`src/bcsp_pkg.sv`:
```
// Shared constants of the board control and status port
package bcsp_pkg;
	// Port offsets within the eight-port block (A0-A2)
	localparam logic [2:0] OFF_PARALLEL_DATA = 3'h0;
	localparam logic [2:0] OFF_STD_SERIAL_DATA = 3'h2;
	localparam logic [2:0] OFF_STD_SERIAL_CTRL = 3'h3;
	localparam logic [2:0] OFF_SEC_SERIAL_DATA = 3'h4;
	localparam logic [2:0] OFF_SEC_SERIAL_CTRL = 3'h5;
	localparam logic [2:0] OFF_BOARD_CMD_STATUS = 3'h6;
	// Port group selects, from address bits A2-A1
	localparam int GRP_PARALLEL = 0;
	localparam int GRP_STD_SERIAL = 1;
	localparam int GRP_SEC_SERIAL = 2;
	localparam int GRP_BOARD = 3;
	localparam int GRP_W = 4;
	// Command byte codes
	localparam logic [7:0] CMD_SERIAL_RESET = 8'h00;
	localparam logic [3:0] CMD_GROUP_HI = 4'h1;
	localparam logic [7:0] CMD_PO_CLR = 8'h20;
	localparam logic [7:0] CMD_PI_CLR = 8'h30;
	localparam logic [7:0] CMD_RTC_DISARM = 8'h40;
	localparam logic [7:0] CMD_RTC_CLR = 8'h50;
	localparam logic [7:0] CMD_PO_SET = 8'h60;
	localparam logic [7:0] CMD_RTC_ARM = 8'hC0;
	// Arming bit positions, also the interrupt request positions
	localparam int ARM_PI = 0;
	localparam int ARM_PO = 1;
	localparam int ARM_STD_TXRDY = 2;
	localparam int ARM_STD_TXEMPTY = 3;
	localparam int ARM_SEC_TXRDY = 4;
	localparam int ARM_SEC_TXEMPTY = 5;
	localparam int ARM_RTC = 6;
	localparam int ARM_W = 7;
	// Carrier-detect inhibit positions
	localparam int INH_STD = 0;
	localparam int INH_SEC = 1;
	localparam int INH_W = 2;
	// Status byte bit positions
	localparam int ST_PO_FLAG = 7;
	localparam int ST_PI_FLAG = 6;
	localparam int ST_RTC_FLAG = 5;
	localparam int ST_PO_ACK = 4;
	localparam int ST_SEC_CARRIER = 3;
	localparam int ST_STD_CARRIER = 2;
	localparam int ST_SPARE_HIGH = 1;
	localparam int ST_SPARE_LOW = 0;
	// Reset values
	localparam logic [ARM_W-1:0] ARM_RESET = 7'h00;
	localparam logic [INH_W-1:0] INH_RESET = 2'h0;
	localparam logic [7:0] STATUS_RESET = 8'h00;
	localparam logic [ARM_W-1:0] IRQ_N_RESET = 7'h7F;
	// Real-time clock divider
	localparam int RTC_DIV_W = 14;
	localparam int RTC_RATES = 12;
	localparam int RTC_SEL_W = 4;
	localparam int RTC_MIN_INTERVAL_US = 3328;
	localparam int RTC_MAX_INTERVAL_MS = 27263;
	localparam logic [RTC_DIV_W-1:0] RTC_DIV_RESET = 14'h0000;
endpackage : bcsp_pkg

```
`src/bcsp_ctl_if.sv`:
```
// Internal carrier between the board port top, its decoder and its clock
`timescale 1ns/10ps
`default_nettype none
interface bcsp_ctl_if;
	logic cmd_stb;
	logic [7:0] cmd_code;
	logic [bcsp_pkg::ARM_W-1:0] arm;
	logic [bcsp_pkg::INH_W-1:0] inhibit;
	logic po_set;
	logic po_clr;
	logic pi_clr;
	logic rtc_clr;
	logic tap_rise;
	logic [bcsp_pkg::RTC_SEL_W-1:0] rtc_sel;
	logic rtc_tick;
	modport top (
		output cmd_stb, cmd_code, tap_rise, rtc_sel,
		input arm, inhibit, po_set, po_clr, pi_clr, rtc_clr, rtc_tick
	);
	modport dec (
		input cmd_stb, cmd_code,
		output arm, inhibit, po_set, po_clr, pi_clr, rtc_clr
	);
	modport rtc (
		input tap_rise, rtc_sel,
		output rtc_tick
	);
endinterface : bcsp_ctl_if
`default_nettype wire

```
`src/bcsp_rtc_div.sv`:
```
// Real-time clock divider and interval select
`timescale 1ns/10ps
`default_nettype none
module bcsp_rtc_div (
	input wire logic mclk_i,
	input wire logic rst_i,
	bcsp_ctl_if.rtc ctl
);
	logic [bcsp_pkg::RTC_DIV_W-1:0] div;
	logic [bcsp_pkg::RTC_DIV_W-1:0] next_div;
	logic tap_bit;
	logic tap_prev;
	logic next_tap_prev;
	logic sel_ok;
	logic [bcsp_pkg::RTC_SEL_W-1:0] bit_idx;

	// Rate 0 uses the first stage, the rest skip two stages
	always_comb
	begin
		sel_ok = (ctl.rtc_sel < 4'(bcsp_pkg::RTC_RATES));
		bit_idx = (ctl.rtc_sel == 4'h0) ? 4'h0 : ctl.rtc_sel + 4'h2;
		next_div = ctl.tap_rise ? div + 14'h0001 : div;
		tap_bit = sel_ok ? div[bit_idx] : 1'b0;
		next_tap_prev = tap_bit;
		ctl.rtc_tick = tap_bit & ~tap_prev;
	end

	always_ff @(posedge mclk_i or posedge rst_i)
	begin
		if (rst_i)
		begin
			div <= bcsp_pkg::RTC_DIV_RESET;
			tap_prev <= 1'b0;
		end
		else
		begin
			div <= next_div;
			tap_prev <= next_tap_prev;
		end
	end
endmodule : bcsp_rtc_div
`default_nettype wire

```
`src/bcsp_cmd_dec.sv`:
```
// Board command byte decoder with arming and inhibit bits
`timescale 1ns/10ps
`default_nettype none
module bcsp_cmd_dec (
	input wire logic mclk_i,
	input wire logic rst_i,
	bcsp_ctl_if.dec ctl
);
	logic [bcsp_pkg::ARM_W-1:0] arm;
	logic [bcsp_pkg::ARM_W-1:0] next_arm;
	logic [bcsp_pkg::INH_W-1:0] inhibit;
	logic [bcsp_pkg::INH_W-1:0] next_inhibit;
	logic [7:0] c;
	logic grp;

	always_comb
	begin
		c = ctl.cmd_code;
		grp = ctl.cmd_stb && (c[7:4] == bcsp_pkg::CMD_GROUP_HI);
		next_arm = arm;
		next_inhibit = inhibit;
		if (ctl.cmd_stb && c == bcsp_pkg::CMD_SERIAL_RESET)
		begin
			next_arm[bcsp_pkg::ARM_SEC_TXEMPTY:bcsp_pkg::ARM_STD_TXRDY] = 4'h0;
			next_inhibit = bcsp_pkg::INH_RESET;
		end
		// Low bit of a group code is arm or inhibit, upper bits pick the target
		if (grp && c[3] == 1'b0)
			next_arm[c[2:1]] = c[0];
		if (grp && c[3:2] == 2'h2)
			next_inhibit[c[1]] = c[0];
		if (grp && c[3:2] == 2'h3)
			next_arm[bcsp_pkg::ARM_SEC_TXRDY + int'(c[1])] = c[0];
		if (ctl.cmd_stb && c == bcsp_pkg::CMD_RTC_ARM)
			next_arm[bcsp_pkg::ARM_RTC] = 1'b1;
		if (ctl.cmd_stb && c == bcsp_pkg::CMD_RTC_DISARM)
			next_arm[bcsp_pkg::ARM_RTC] = 1'b0;
		ctl.po_set = ctl.cmd_stb && c == bcsp_pkg::CMD_PO_SET;
		ctl.po_clr = ctl.cmd_stb && c == bcsp_pkg::CMD_PO_CLR;
		ctl.pi_clr = ctl.cmd_stb && c == bcsp_pkg::CMD_PI_CLR;
		ctl.rtc_clr = ctl.cmd_stb && c == bcsp_pkg::CMD_RTC_CLR;
		ctl.arm = arm;
		ctl.inhibit = inhibit;
	end

	always_ff @(posedge mclk_i or posedge rst_i)
	begin
		if (rst_i)
		begin
			arm <= bcsp_pkg::ARM_RESET;
			inhibit <= bcsp_pkg::INH_RESET;
		end
		else
		begin
			arm <= next_arm;
			inhibit <= next_inhibit;
		end
	end
endmodule : bcsp_cmd_dec
`default_nettype wire

```
`src/bcsp_top.sv`:
```
// Board control and status port: decode, flags, status byte and interrupts
//
// Function
// - Baud tap divided by a 14-bit counter, 12 intervals, 3.328 ms to 27.263 s.
// - Each selected tick sets the clock flag; it holds until software clears it.
// - The clock flag reads as status bit 5.
// - Code C0 arms clock interrupt, 40 disarms it, 50 clears clock flag.
// - Code 20 clears, 60 sets output flag; 30 clears input flag.
// - Code 00 clears all serial arming bits and carrier inhibits.
// - Code 11 arms parallel input, 12 disarms parallel output interrupt.
// - Code 17 arms standard transmitter-empty interrupt.
// - Codes 18/19 allow/inhibit standard carrier, 1A/1B the second.
// - Codes 1C/1D and 1E/1F disarm/arm second ready and empty interrupts.
// - Reads of offset 6 return the status byte.
// - Bits 7,6,4: output flag, input flag, ack; bits 3,2 carriers active low.
// - Bits 1 and 0 show the two user spare inputs.
// - Respond only when A3-A7 match the configured block value.
// - A1-A2 pick parallel, standard serial, second serial or board ports.
// - Power-on clear drives every flag, arm and inhibit bit inactive.
`timescale 1ns/10ps
`default_nettype none
module bcsp_top (
	input wire logic mclk_i,
	input wire logic rst_i,
	input wire logic [7:0] io_addr_i,
	input wire logic [7:0] io_data_i,
	input wire logic io_rd_i,
	input wire logic io_wr_i,
	output logic [7:0] io_data_o,
	output logic io_data_oe_n_o,
	output logic [bcsp_pkg::GRP_W-1:0] port_sel_o,
	input wire logic [4:0] port_block_i,
	input wire logic [bcsp_pkg::RTC_SEL_W-1:0] rtc_rate_sel_i,
	input wire logic baud_tap_i,
	input wire logic par_in_strobe_i,
	input wire logic par_out_ack_i,
	input wire logic std_carrier_n_i,
	input wire logic sec_carrier_n_i,
	input wire logic std_tx_ready_i,
	input wire logic std_tx_empty_i,
	input wire logic sec_tx_ready_i,
	input wire logic sec_tx_empty_i,
	input wire logic spare_status_jumper_low_i,
	input wire logic spare_status_jumper_high_i,
	output logic [bcsp_pkg::ARM_W-1:0] irq_n_o,
	output logic po_flag_o,
	output logic pi_flag_o
);
	localparam int SYNC_W = 20;

	bcsp_ctl_if ctl ();

	// Pins and straps are asynchronous to mclk_i
	logic [SYNC_W-1:0] sync_in;
	logic [SYNC_W-1:0] sync_meta;
	logic [SYNC_W-1:0] sync_q;
	logic [4:0] blk_s;
	logic [bcsp_pkg::RTC_SEL_W-1:0] rate_s;
	logic tap_s;
	logic pis_s;
	logic ack_s;
	logic std_cd_s;
	logic sec_cd_s;
	logic [3:0] tx_s;
	logic spare_lo_s;
	logic spare_hi_s;

	// Edge history of the synchronised strobes and the write strobe
	logic tap_prev;
	logic next_tap_prev;
	logic pis_prev;
	logic next_pis_prev;
	logic ack_prev;
	logic next_ack_prev;
	logic wr_prev;
	logic next_wr_prev;

	logic po_flag;
	logic next_po_flag;
	logic pi_flag;
	logic next_pi_flag;
	logic rtc_tick_flag;
	logic next_rtc_tick_flag;

	logic [7:0] rd_data;
	logic [7:0] next_rd_data;
	logic [bcsp_pkg::ARM_W-1:0] irq_n;
	logic [bcsp_pkg::ARM_W-1:0] next_irq_n;

	logic blk_hit;
	logic board_hit;
	logic cmd_stb;
	logic [7:0] status;
	logic [bcsp_pkg::ARM_W-1:0] irq_src;
	logic [bcsp_pkg::GRP_W-1:0] grp_onehot;

	assign sync_in = {
		port_block_i,
		rtc_rate_sel_i,
		baud_tap_i,
		par_in_strobe_i,
		par_out_ack_i,
		std_carrier_n_i,
		sec_carrier_n_i,
		std_tx_ready_i,
		std_tx_empty_i,
		sec_tx_ready_i,
		sec_tx_empty_i,
		spare_status_jumper_low_i,
		spare_status_jumper_high_i
	};

	genvar gi;
	generate
		for (gi = 0; gi < SYNC_W; gi++)
		begin : g_sync
			always_ff @(posedge mclk_i or posedge rst_i)
			begin
				if (rst_i)
				begin
					sync_meta[gi] <= 1'b0;
					sync_q[gi] <= 1'b0;
				end
				else
				begin
					sync_meta[gi] <= sync_in[gi];
					sync_q[gi] <= sync_meta[gi];
				end
			end
		end
	endgenerate

	assign blk_s = sync_q[19:15];
	assign rate_s = sync_q[14:11];
	assign tap_s = sync_q[10];
	assign pis_s = sync_q[9];
	assign ack_s = sync_q[8];
	assign std_cd_s = sync_q[7];
	assign sec_cd_s = sync_q[6];
	assign tx_s = sync_q[5:2];
	assign spare_lo_s = sync_q[1];
	assign spare_hi_s = sync_q[0];

	// Bus decode is combinational so the group select follows the strobe
	always_comb
	begin
		blk_hit = (io_addr_i[7:3] == blk_s);
		board_hit = blk_hit &&
			(io_addr_i[2:1] == bcsp_pkg::OFF_BOARD_CMD_STATUS[2:1]);
		grp_onehot = '0;
		grp_onehot[io_addr_i[2:1]] = blk_hit && (io_rd_i || io_wr_i);
		// One command per write, however long the strobe is held
		cmd_stb = board_hit && io_wr_i && !wr_prev;
	end

	assign port_sel_o = grp_onehot;
	assign io_data_oe_n_o = !(board_hit && io_rd_i);
	assign io_data_o = rd_data;

	assign ctl.cmd_stb = cmd_stb;
	assign ctl.cmd_code = io_data_i;
	assign ctl.tap_rise = tap_s && !tap_prev;
	assign ctl.rtc_sel = rate_s;

	bcsp_cmd_dec u_dec (
		.mclk_i(mclk_i),
		.rst_i(rst_i),
		.ctl(ctl.dec)
	);

	bcsp_rtc_div u_rtc (
		.mclk_i(mclk_i),
		.rst_i(rst_i),
		.ctl(ctl.rtc)
	);

	// Edge history, kept apart from the flags it qualifies
	always_comb
	begin
		next_tap_prev = tap_s;
		next_pis_prev = pis_s;
		next_ack_prev = ack_s;
		next_wr_prev = io_wr_i;
	end

	// Flags: a hardware set in the same cycle as a clear command wins
	always_comb
	begin
		next_po_flag = po_flag;
		if (ctl.po_clr)
			next_po_flag = 1'b0;
		if (ctl.po_set || (ack_s && !ack_prev))
			next_po_flag = 1'b1;
		next_pi_flag = pi_flag;
		if (ctl.pi_clr)
			next_pi_flag = 1'b0;
		if (pis_s && !pis_prev)
			next_pi_flag = 1'b1;
		next_rtc_tick_flag = rtc_tick_flag;
		if (ctl.rtc_clr)
			next_rtc_tick_flag = 1'b0;
		if (ctl.rtc_tick)
			next_rtc_tick_flag = 1'b1;
	end

	// Status byte, captured every cycle so the bus sees a flop output
	always_comb
	begin
		status = bcsp_pkg::STATUS_RESET;
		status[bcsp_pkg::ST_PO_FLAG] = po_flag;
		status[bcsp_pkg::ST_PI_FLAG] = pi_flag;
		status[bcsp_pkg::ST_RTC_FLAG] = rtc_tick_flag;
		status[bcsp_pkg::ST_PO_ACK] = ack_s;
		status[bcsp_pkg::ST_SEC_CARRIER] =
			ctl.inhibit[bcsp_pkg::INH_SEC] | sec_cd_s;
		status[bcsp_pkg::ST_STD_CARRIER] =
			ctl.inhibit[bcsp_pkg::INH_STD] | std_cd_s;
		status[bcsp_pkg::ST_SPARE_HIGH] = spare_hi_s;
		status[bcsp_pkg::ST_SPARE_LOW] = spare_lo_s;
		next_rd_data = status;
	end

	// Interrupt requests, registered to keep the backplane lines glitch free
	always_comb
	begin
		irq_src[bcsp_pkg::ARM_PI] = pi_flag;
		irq_src[bcsp_pkg::ARM_PO] = po_flag;
		irq_src[bcsp_pkg::ARM_STD_TXRDY] = tx_s[3];
		irq_src[bcsp_pkg::ARM_STD_TXEMPTY] = tx_s[2];
		irq_src[bcsp_pkg::ARM_SEC_TXRDY] = tx_s[1];
		irq_src[bcsp_pkg::ARM_SEC_TXEMPTY] = tx_s[0];
		irq_src[bcsp_pkg::ARM_RTC] = rtc_tick_flag;
		next_irq_n = ~(irq_src & ctl.arm);
	end

	always_ff @(posedge mclk_i or posedge rst_i)
	begin
		if (rst_i)
		begin
			tap_prev <= 1'b0;
			pis_prev <= 1'b0;
			ack_prev <= 1'b0;
			wr_prev <= 1'b0;
		end
		else
		begin
			tap_prev <= next_tap_prev;
			pis_prev <= next_pis_prev;
			ack_prev <= next_ack_prev;
			wr_prev <= next_wr_prev;
		end
	end

	always_ff @(posedge mclk_i or posedge rst_i)
	begin
		if (rst_i)
		begin
			po_flag <= 1'b0;
			pi_flag <= 1'b0;
			rtc_tick_flag <= 1'b0;
		end
		else
		begin
			po_flag <= next_po_flag;
			pi_flag <= next_pi_flag;
			rtc_tick_flag <= next_rtc_tick_flag;
		end
	end

	always_ff @(posedge mclk_i or posedge rst_i)
	begin
		if (rst_i)
		begin
			rd_data <= bcsp_pkg::STATUS_RESET;
		end
		else
		begin
			rd_data <= next_rd_data;
		end
	end

	// Requests rest released so no line is pulled while reset lasts
	always_ff @(posedge mclk_i or posedge rst_i)
	begin
		if (rst_i)
		begin
			irq_n <= bcsp_pkg::IRQ_N_RESET;
		end
		else
		begin
			irq_n <= next_irq_n;
		end
	end

	assign irq_n_o = irq_n;
	assign po_flag_o = po_flag;
	assign pi_flag_o = pi_flag;
endmodule : bcsp_top
`default_nettype wire

```
`config.mk`:
```
export PLATFORM = sky130hd
export DESIGN_NAME = bcsp_top
export DESIGN_NICKNAME = d
export VERILOG_FILES = /design/src/bcsp_pkg.sv /design/src/bcsp_ctl_if.sv /design/src/bcsp_rtc_div.sv /design/src/bcsp_cmd_dec.sv /design/src/bcsp_top.sv
export SDC_FILE = /design/constraint.sdc
export NUM_CORES = 1
export LEC_CHECK = 0
export BUFFER_PORTS_ARGS = -buffer_cell sky130_fd_sc_hd__buf_4
export CAP_MARGIN = 25
export CORE_AREA = 4 4 82 84
export CTS_CLUSTER_DIAMETER = 150
export CTS_CLUSTER_SIZE = 10
export DETAILED_ROUTE_END_ITERATION = 16
export DIE_AREA = 0 0 86 88
export PLACE_DENSITY = 0.87
export SLEW_MARGIN = 20
export SYNTH_ARGS = -nofsm -noshare
export SYNTH_HDL_FRONTEND = slang
export SYNTH_SLANG_ARGS = --single-unit
```
`constraint.sdc`:
```
create_clock -name mclk_i -period 3.6 [get_ports mclk_i]
set_clock_uncertainty 0.2 [all_clocks]
set_input_delay 0.36 -clock mclk_i [delete_from_list [all_inputs] [get_ports mclk_i]]
set_output_delay 0.36 -clock mclk_i [all_outputs]
set_load 0.05 [all_outputs]
```
After elaboration in Yosys (flattened, before gate mapping):

Index checks and enable logic that the tools add are counted.

* flip-flop bits (word level): 86
* input port bits: 40
* output and inout bits: 22
* word-level logic and storage cells: 148

* add/subtract/negate cells: 3
* $lt $le $gt $ge: 10
* eq/ne operators: 11
* mux-type cells: 28
* bitwise operators: 8
* reductions and logical operators: 35

Operator list (count)
* 32-bit by 1-bit greater-or-equal comparator with 1-bit output, second input constant: 1
* 32-bit by 5-bit < comparator with 1-bit output, second input constant: 1
* 8-bit by 7-bit equality test with 1-bit output, second input constant: 3
* 1-bit logical AND: 23
* 8-bit by 6-bit equality test with 1-bit output, second input constant: 2
* 14-bit by 1-bit adder with 14-bit output, second input constant: 1
* 7-bit bitwise mux: 2
* 1-bit two-way mux: 14
* 7-bit two-way mux: 2
* 8-bit equality test, second input constant: 1
* 8-bit zero test: 1
* 4-bit two-way mux: 2
* 7-bit bitwise AND: 1
* 7-bit inverter: 1
* 2-bit equality test, second input constant: 3
* 2-bit nonzero test: 3
* 5-bit equality test: 1
* 1-bit zero test: 5
* 4-bit by 5-bit < comparator with 1-bit output, second input constant: 1
* 3-bit by 1-bit adder with 4-bit output, first input constant: 1
* 4-bit by 2-bit adder with 4-bit output, second input constant: 1
* 4-bit bitwise AND: 1
* 1-bit binary-select mux with 4-bit select: 1
* 1-bit demux with 2-bit select: 2
* 16 further kinds: 21

Depth between registers and ports, before layout:

Gate-level depths: netlist of run 1.

* word-level depth: 12
* mapped depth: 6
* mapped depth without buffers: 6

Hierarchy:

From an unflattened synthesis of run 1, not the netlist that was laid out.

* cells, all modules: 242
* area, all modules: 3151.8 sq um

By module, submodules not included
* bcsp_top: instances 1, cells an instance 99, area each 1752.9 sq um, seq. area each 1535.2 sq um
* bcsp_rtc_div: instances 1, cells an instance 87, area each 864.6 sq um, seq. area each 375.4 sq um
* bcsp_cmd_dec: instances 1, cells an instance 56, area each 534.3 sq um, seq. area each 225.2 sq um

Worst setup path before layout of run 1:

No wires, ideal clock.

* path type: reg-to-output
* start: register sync_q[16] (netlist: blk_s[1])
* end: output port port_sel_o[3] (netlist bit)
* arrival time: 2.222 ns
* required time: 3.040 ns
* slack: 0.818 ns
* stages on the path, launching flop included: 4
* buffers on the path: 0
* cells stage by stage: dfrtp_1 > xnor2_1 > nand3_1 > nor4_1

* longest elaborated chain between the ends: 3

Ends and longest elaborated chain
* start, declared: RTL line bcsp_top.sv:56 `logic [SYNC_W-1:0] sync_q;`
* start signal, assigned by index: RTL line bcsp_top.sv:127 `sync_q[gi] <= sync_meta[gi];`
* 5-bit equality test: RTL line bcsp_top.sv:147 `blk_hit = (io_addr_i[7:3] == blk_s);`
* 1-bit logical AND: RTL line bcsp_top.sv:151 `grp_onehot[io_addr_i[2:1]] = blk_hit && (io_rd_i || io_wr_i);`
* 4-bit bitwise AND (no source line)
* end, declared: RTL line bcsp_top.sv:31 `output logic [bcsp_pkg::GRP_W-1:0] port_sel_o,`

Every way passes these cells.

Worst setup path in the final report of run 1:

* start: register sync_q[15] (netlist: blk_s[0])
* end: output port port_sel_o[1] (netlist bit)

Same word-level chain as after synthesis.

==> results.ini, run 1 <==
[synthesis]
yosysWarningCount = 0
ys_top_cells_by_area = dfrtp_1, dfstp_2, xnor2_1
synth_seq_cells = 85
synth_top_area_cell = dfrtp_1
yosysMostFrequentCell = dfrtp_1
async_flop_share_pct = 100
synth_cell_types = 45
ys_seq_area_share_pct = 68.3
synth_cells = 234
muxShareOfSynthArea_pct = 3.84
avgSynthCellArea_um2 = 13.4
synth_top_family_by_area = simple AND/OR/NAND/NOR gates
synth_area_um2 = 3130
synth_commonest_cells = dfrtp_1, nand2_1, xnor2_1, nand4_1, nor2_1
ys.flop_type = dfrtp_1
synth_nets = 276
synth-edff-count = 0
synthAdderAreaFrac_pct = 0.801
synth_compound_area_share_pct = 6.89
synth-xor-area-share_pct = 5.32
synth_simple_gate_area_share_pct = 13.1
synth_top_area_share_pct = 62.4

[sta]
slew_violations = 0
rsz0062_at_grt = no
setup_viol = 0
period_minus_slack_ns = 2.52
fin_crit_sh_pct = 70.0
worst_pin_slew_ns = 0.722
hold_slack_ns = 0.0848
maxSlewHeadroom_pct = 51.9
hold_violations = 0
tns_ns = 0
timing.fmax_mhz = 397

[place]
gp_congestion = 0.872
io_buffers = 60
dpl.hpwl_mm = 4.14
place_area_um2 = 3640

[grt]
grt-ovfl-total = 0
grt_pass1_vias = 2120
grt_max_degree = 65
antenna_found_initial = 0
grt_use_total_pct = 17.4
grt_pass1_wl_mm = 9.98

[clock_tree]
clkTransAtPathRegs_ns = 0.08
numCtsBuffers = 9
clockBufferDepth = 2
clkLatencyLatePin_ns = 0.34
cts_max_level = 3
cts_resized = 0
cts_root_buf = clkbuf_8
cts_tree = done
cts.sinks = 85

[pwr]
power_frac_clock_pct = 41.0
total_power_mw = 2.18
power.internal_mw = 1.69
p_switching_mw = 0.481
pwr-share-seq_pct = 49.3
comb_power_share_pct = 9.7
total_leakage_power_nw = 1.81
swShare_pct = 22.1
power_per_cell_area_nw_per_um2 = 526
max-vdd-ir-drop_mv = 0.427

[routing]
avgRoutedWirePerCell_um = 15.0
drt_iter0_drc = 118
drc = 0
vias_per_cell = 5.21
num_vias = 2088
postRouteAntennaNets = 0
firstDrtPassIters = 4
drt-total-wl_mm = 6.02

[die]
die_w_um = 86
die_y_um = 88
ios = 62
initial_core_util_pct = 52.8
coreArea_um2 = 5920
num_rows = 28
dieArea_um2 = 7570

[finish]
nets = 363
final_core_util_pct = 69.9
drive_gt1_share_pct = 30.7
antenna_cells = 0
fin_area_um2 = 4140
syn_to_final_growth_pct = 32.5

[flow_run]
max-cap-violations = 0

[critical_path]
critPathCaptureType = output pin
critPathLaunchType = register
worstPathArrival_ns = 1.96
cp_max_fo = 5
worstPathRequired_ns = 3.04
criticalPathCategory = register to output pin

[status]
status = finished, final reports clean

[worst_hold_path]
hold_path_class = input pin to register

==> repair_timing <==
| item | 4_1_cts | 5_1_grt |
|---|---|---|
| hold endpoints to repair | 21 | 26 |
| hold buffers | 21 | 1 |
| setup buffers | 0 | 0 |
==> worst paths after layout <==
check                      cells past startpoint                    endpoint                     start  slack, ns
min in group asynchronous                      3     sync_meta[16]$_DFF_PP0_                     rst_i       0.51
hold / removal                                 2  u_dec.ctl.arm[6]$_DFF_PP0_              io_data_i[7]       0.08
hold reg to reg                                0    ctl.rtc_sel[0]$_DFF_PP0_   sync_meta[11]$_DFF_PP0_       0.14
setup reg to reg                               5   rtc_tick_flag$_DFFE_PP0P_  ctl.rtc_sel[0]$_DFF_PP0_       1.32
setup / recovery                               6               port_sel_o[1]        blk_s[0]$_DFF_PP0_       1.08
max in group asynchronous                      4        irq_n_o[3]$_DFF_PP1_                     rst_i       1.87
==> through the flow <==
step	setup WS, ns	instances
3_5_place_dp	1.33	363
6_report	1.08	401
3_3_place_gp	1.41	363
5_1_grt	0.828	401
4_1_cts	1.07	400
2_1_floorplan	0.818	234
==> layout by cell type, fill, tap and decap left out, types with 4 or more instances in the layout <==
cell type,instances
nor3_1,4
dlygate4sd3_1,22
xnor2_1,15
nor2_1,10
mux2_2,6
xor2_1,4
dfstp_2,7
nand2_1,23
dfrtp_1,78
bufinv_16,4
nand3_1,8
nand4_1,10
nor2b_1,7
buf_4,61
o21ai_0,9
clkbuf_8,11
==> power by group through the flow <==
stage | sequential (mW) | clock, mW | combinational, mW
6_report | 1.07 | 0.893 | 0.211
5_1_grt | 1.08 | 0.959 | 0.234
4_1_cts | 1.07 | 0.914 | 0.213
3_5_place_dp | 1.09 | 0 | 0.191
3_3_place_gp | 1.08 | 0 | 0.181
2_1_floorplan | 1.08 | 0 | 0.119
==> metal layers <==
layer  routed length (µm)  up-vias  track usage [%]
met5                    0        -                0
met4                  148        0             9.93
met3                  277       14             4.23
met2                 3150       56             28.8
met1                 2450     1027             21.0
li1                     -      991                -
==> cells by family after synthesis <==
family	count (synthesis)
muxes	10
and+or+nand+nor	77
AOI/OAI and AO/OA	30
buffers and inverters	11
xor gates and xnor gates	19
adders and majority gates	2
DFF	85
==> flip-flops by register name, indices dropped and copies added, names as in the netlist, 2 cells and up, named ones only <==
name and count:
irq_src 4, u_dec.ctl.arm 5, io_data_o 8, irq_n_o 7, sync_meta 20, u_dec.ctl.inhibit 2
blk_s 5, u_rtc.div 14, ctl.rtc_sel 4
==> cell type report <==
class	instances	area, µm²
multi-input cells	138	935
inverters	4	17.5
flip-flops and latches	85	2140
repair buffers	83	678
well taps	75	93.8
clock buffers	11	151
clock inverters	5	129
fillers	394	1780
==> worst max-delay path, stage by stage (launching register included) <==
cell and delay (ns):
dfrtp_1 0.38, xnor2_1 0.17, nand3_1 0.22, nor2_1 0.20, o21ai_0 0.17, nor3b_1 0.25
buf_4 0.23
Power figures use the tool's default switching activity.
==> run 2: changes to the inputs <==
==> constraint.sdc (replaced) <==
create_clock -name mclk_i -period 2.4 [get_ports mclk_i]
set_clock_uncertainty 0.2 [all_clocks]
set_input_delay 0.24 -clock mclk_i [delete_from_list [all_inputs] [get_ports mclk_i]]
set_output_delay 0.24 -clock mclk_i [all_outputs]
set_load 0.05 [all_outputs]
==> results.ini, run 2 (synthesis gave the netlist of run 1 again) <==
[status]
status = finished, final reports clean

[die]
die_w_um = 86  ; unchanged
die_y_um = 88  ; unchanged
ios = 62  ; unchanged
initial_core_util_pct = 52.8  ; unchanged
coreArea_um2 = 5920  ; unchanged
num_rows = 28  ; unchanged
dieArea_um2 = 7570  ; unchanged

[sta]
worst_pin_slew_ns = 0.542  ; -0.180 ns
timing.fmax_mhz = 433
maxSlewHeadroom_pct = 63.5  ; +12 points
fin_crit_sh_pct = 96.1
period_minus_slack_ns = 2.31
slew_violations = 0  ; unchanged
setup_viol = 0  ; unchanged
hold_violations = 0  ; unchanged

[clock_tree]
cts_root_buf = clkbuf_8
clockBufferDepth = 2  ; unchanged
cts.sinks = 85  ; unchanged
clkLatencyLatePin_ns = 0.35  ; about the same
cts_max_level = 3  ; unchanged
clkTransAtPathRegs_ns = 0.08  ; about the same
numCtsBuffers = 9  ; unchanged
cts_tree = done

[critical_path]
worstPathRequired_ns = 2.44  ; -0.60 ns
criticalPathCategory = input pin to register
critPathLaunchType = input pin
worstPathArrival_ns = 2.35  ; +0.39 ns
critPathCaptureType = register
cp_max_fo = 9  ; +4
r2r_start = ctl.rtc_sel[1]$_DFF_PP0_
crit_start = io_data_i[1]

[routing]
postRouteAntennaNets = 0  ; unchanged
drt_iter0_drc = 105  ; -11%
avgRoutedWirePerCell_um = 15.2  ; +1.5%
drt-total-wl_mm = 6.20  ; +3.1%
drc = 0  ; unchanged
firstDrtPassIters = 4  ; unchanged
vias_per_cell = 5.28  ; +1.5%
num_vias = 2150  ; +3.0%

[finish]
syn_to_final_growth_pct = 33.3
largest_reg_flops = 20  ; unchanged
final_common_cell = dfrtp_1
layout_common_cells = dfrtp_1, buf_4, dlygate4sd3_1, nand2_1, xnor2_1
top_register = sync_meta
fin_area_um2 = 4170  ; +0.60%
nets = 369  ; +1.7%
fill_cells = 390  ; -1.0%
drive_gt1_share_pct = 31.6  ; +0.95 points
antenna_cells = 0  ; unchanged
instances_no_fill = 407  ; +1.5%

[worst_hold_path]
hold_path_class = input pin to register
worstHoldStart = io_data_i[2]

[pwr]
pwr-share-seq_pct = 54.4  ; +5.1 points
max-vdd-ir-drop_mv = 0.826  ; +93%
power_per_cell_area_nw_per_um2 = 708  ; +35%
power_frac_clock_pct = 34.4  ; -6.6 points
total_leakage_power_nw = 1.80  ; -0.37%
power.internal_mw = 2.23  ; +32%
p_switching_mw = 0.718  ; +49%
swShare_pct = 24.3  ; +2.2 points
total_power_mw = 2.95  ; +36%
comb_power_share_pct = 11.1  ; +1.4 points

[place]
dpl.hpwl_mm = 3.86  ; -6.9%
io_buffers = 60  ; unchanged
place_inst = 364  ; +0.28%
gp_congestion = 0.824  ; -5.4%
place_area_um2 = 3670  ; +0.79%

[grt]
antenna_found_initial = 0  ; unchanged
grt_use_total_pct = 18.3  ; +0.94 points
grt_pass1_vias = 2204  ; +4.0%
grt_max_degree = 86  ; +32%
grt-ovfl-total = 0  ; unchanged
grt_pass1_wl_mm = 10.4  ; +3.7%

[flow_run]
max-cap-violations = 0  ; unchanged

## run 2: cell count changes in the layout (fill, tap and decap cells not counted), sizes merged
| cell | before | now |
|---|---|---|
| clkinv | 0 | 2 |
| inv | 5 | 3 |
| clkbuf | 11 | 13 |
| clkinvlp | 0 | 1 |
| buf | 61 | 62 |
| bufinv | 4 | 1 |
| dlygate4sd3 | 22 | 27 |
## run 2: final cells by class
class | count | area (µm²) | area share, %
clock inverter | 3 | 43.8 | 1.05
tap | 75 | 93.8 | 2.25
timing repair buffer | 89 | 752 | 18.1
multi-input combinational | 138 | 962 | 23.1
sequential | 85 | 2140 | 51.3
clock buffer | 13 | 159 | 3.81
inverter | 4 | 18.8 | 0.451
## run 2: power groups by stage
stage	logic, mW	clock network, mW	registers, mW
floorplan	0.180	0	1.62
finish	0.328	1.02	1.61
global route	0.361	1.11	1.62
detailed placement	0.287	0	1.63
global placement	0.276	0	1.63
CTS	0.324	1.04	1.61
## run 2: repair_timing
item                                    CTS  global route
buffers inserted                          0             0
resized for setup                         1             6
hold buffers                             27             0
endpoints found under the setup margin    1             3
hold endpoints to repair                104             0
pin swaps                                 0             2
## run 2: layer usage
layer  vias to the layer above  routed length [µm]  global-route usage [%]
met2                        72                3220                    31.2
met1                      1055                2460                    21.0
met5                         -                   0                       0
met3                        15                 360                    5.74
met4                         0                 165                    9.35
li1                       1008                   -                       -
## run 2: path summary, 6_finish.rpt
path	cells past startpoint	to	slack, ns
worst max-delay path	7	u_dec.ctl.arm[3]$_DFF_PP0_	0.09
worst min-delay path	4	u_dec.ctl.inhibit[0]$_DFF_PP0_	0.03
worst max register to register	5	rtc_tick_flag$_DFFE_PP0P_	0.20
worst min register to register	0	ctl.rtc_sel[1]$_DFF_PP0_	0.15
max in group asynchronous	4	irq_n_o[2]$_DFF_PP1_	1.29
min in group asynchronous	4	sync_meta[10]$_DFF_PP0_	0.36
## run 2: worst max-delay path: stages
cell	delay [ns]
dlygate4sd3_1	0.54
buf_4	0.16
or4_4	0.54
or3_4	0.36
a2111o_1	0.38
nand2_1	0.07
o21ai_1	0.06
## run 2: metrics by stage
step           setup TNS [ns]  setup slack (ns)  utilization (%)  hold slack, ns
3_3_place_gp                0             0.259             61.9           0.131
4_1_cts                     0          0.000860             70.0          0.0242
6_report                    0            0.0927             70.4          0.0290
5_1_grt               -0.0201           -0.0116             70.4          0.0294
3_5_place_dp                0             0.272             61.9           0.136
2_1_floorplan          -0.365            -0.170                -          0.0714
==> run 3: changes to the inputs <==
--- a/config.mk
+++ b/config.mk
@@ -7,11 +7,13 @@
 export LEC_CHECK = 0
 export BUFFER_PORTS_ARGS = -buffer_cell sky130_fd_sc_hd__buf_4
 export CAP_MARGIN = 25
-export CORE_AREA = 4 4 82 84
+export CELL_PAD_IN_SITES_DETAIL_PLACEMENT = 1
+export CELL_PAD_IN_SITES_GLOBAL_PLACEMENT = 1
+export CORE_AREA = 4 4 91 93
 export CTS_CLUSTER_DIAMETER = 150
 export CTS_CLUSTER_SIZE = 10
 export DETAILED_ROUTE_END_ITERATION = 16
-export DIE_AREA = 0 0 86 88
+export DIE_AREA = 0 0 95 97
 export PLACE_DENSITY = 0.87
 export SLEW_MARGIN = 20
 export SYNTH_ARGS = -nofsm -noshare
==> results.ini, run 3 (synthesis gave the netlist of run 1 again) <==
[finish]
fin_area_um2 = 4200  ; +0.93%
layout_common_cells = dfrtp_1, buf_4, dlygate4sd3_1, nand2_1, xnor2_1
top_register = sync_meta
final_core_util_pct = 55.9  ; -14 points
instances_no_fill = 435  ; +6.9%
largest_reg_flops = 20  ; unchanged
fill_cells = 785  ; +100%
final_common_cell = dfrtp_1
nets = 370  ; +0.27%
antenna_cells = 0  ; unchanged
syn_to_final_growth_pct = 34.5
drive_gt1_share_pct = 32.7  ; +1.1 points

[clock_tree]
clockBufferDepth = 2  ; unchanged
numCtsBuffers = 9  ; unchanged
cts_root_buf = clkbuf_8
clkLatencyLatePin_ns = 0.34  ; about the same
clkTransAtPathRegs_ns = 0.09  ; about the same
cts_max_level = 3  ; unchanged
cts_tree = done
cts.sinks = 85  ; unchanged

[sta]
layout_setup_ws_ns = 0.0544  ; -0.0383 ns
fin_crit_sh_pct = 97.7  ; +1.6 points
maxSlewHeadroom_pct = 63.2  ; -0.26 points
slew_violations = 0  ; unchanged
rsz0062_at_grt = no
setup_viol = 0  ; unchanged
hold_violations = 0  ; unchanged
worst_pin_slew_ns = 0.546  ; +0.00393 ns
timing.fmax_mhz = 426  ; -1.6%
tns_ns = 0  ; unchanged
period_minus_slack_ns = 2.35  ; +0.0383 ns
hold_slack_ns = 0.0555  ; +0.0266 ns

[die]
die_w_um = 95  ; +10%
die_y_um = 97  ; +10%
dieArea_um2 = 9220  ; +22%
coreArea_um2 = 7530  ; +27%
ios = 62  ; unchanged
num_rows = 32  ; +14%
initial_core_util_pct = 41.5  ; -11 points

[grt]
grt_use_total_pct = 16.3  ; -2.1 points
antenna_found_initial = 0  ; unchanged
grt_pass1_vias = 2354  ; +6.8%
grt-ovfl-total = 0  ; unchanged
grt_pass1_wl_mm = 11.5  ; +11%
grt_max_degree = 86  ; unchanged

[routing]
firstDrtPassIters = 4  ; unchanged
num_vias = 2124  ; -1.2%
postRouteAntennaNets = 0  ; unchanged
avgRoutedWirePerCell_um = 16.0  ; +4.7%
drt_iter0_drc = 79  ; -25%
drt-total-wl_mm = 6.94  ; +12%
drc = 0  ; unchanged
vias_per_cell = 4.88  ; -7.6%

[pwr]
power_per_cell_area_nw_per_um2 = 690  ; -2.6%
max-vdd-ir-drop_mv = 0.365  ; -56%
total_leakage_power_nw = 1.81  ; +0.39%
total_power_mw = 2.90  ; -1.7%

[status]
status = finished, final reports clean

[critical_path]
worstPathArrival_ns = 2.38  ; +0.03 ns
cp_max_fo = 9  ; unchanged
critPathCaptureType = register
critPathLaunchType = input pin
criticalPathCategory = input pin to register
crit_start = io_data_i[1]
r2r_start = ctl.rtc_sel[1]$_DFF_PP0_
worstPathRequired_ns = 2.43  ; about the same

[place]
dp_slack_ns = 0.226  ; -0.0458 ns
io_buffers = 60  ; unchanged
place_inst = 391  ; +7.4%
dpl.hpwl_mm = 4.70  ; +22%
gp_congestion = 0.805  ; -2.4%
place_area_um2 = 3700  ; +0.92%

[worst_hold_path]
hold_path_class = input pin to register
worstHoldStart = io_data_i[2]

[flow_run]
max-cap-violations = 0  ; unchanged

run 3: power by group:
group	leakage, nW	switching [mW]	internal, mW
clock	0.0971	0.475	0.479
sequential	1.01	0.0873	1.52
combinational	0.704	0.162	0.176
total	1.81	0.724	2.18
run 3: repair_timing:
item	CTS	global route
hold endpoints to repair	104	0
pin swaps	1	2
setup buffers	0	1
hold buffers	27	0
cloned	0	0
resized for setup	3	7
endpoints found under the setup margin	3	5
run 3: worst paths after layout:
path | to | slack [ns] | depth (start not counted)
min in group asynchronous | sync_meta[10]$_DFF_PP0_ | 0.38 | 4
hold / removal | u_dec.ctl.inhibit[0]$_DFF_PP0_ | 0.06 | 4
max in group asynchronous | irq_n_o[1]$_DFF_PP1_ | 1.24 | 4
setup / recovery | u_dec.ctl.arm[3]$_DFF_PP0_ | 0.05 | 7
hold reg to reg | blk_s[4]$_DFF_PP0_ | 0.14 | 0
setup reg to reg | rtc_tick_flag$_DFFE_PP0P_ | 0.17 | 5
run 3: layout make-up:
class                           instances  area (µm²)  area share [%]
Inverter                                4        18.8           0.446
Timing Repair Buffer                   90         759            18.1
Multi-Input combinational cell        138         977            23.2
Clock buffer                           11         131            3.13
Sequential cell                        85        2140            50.8
Clock inverter                          5        53.8            1.28
Tap cell                              102         128            3.04
run 3: critical path: stages:
cell and delay [ns]:
dlygate4sd3_1 0.54, buf_4 0.17, or4_4 0.55, or3_4 0.37, a2111o_1 0.38, nand2_1 0.07
o21ai_1 0.06
run 3: routing by layer:
layer / part of all wire [%] / up-vias / track usage (%)
met1: 42 / 1059 / 19.2
met2: 52 / 44 / 28.3
met4: 2.2 / 0 / 6.88
met5: 0 / - / 0
li1: - / 1008 / -
met3: 3.6 / 13 / 3.19
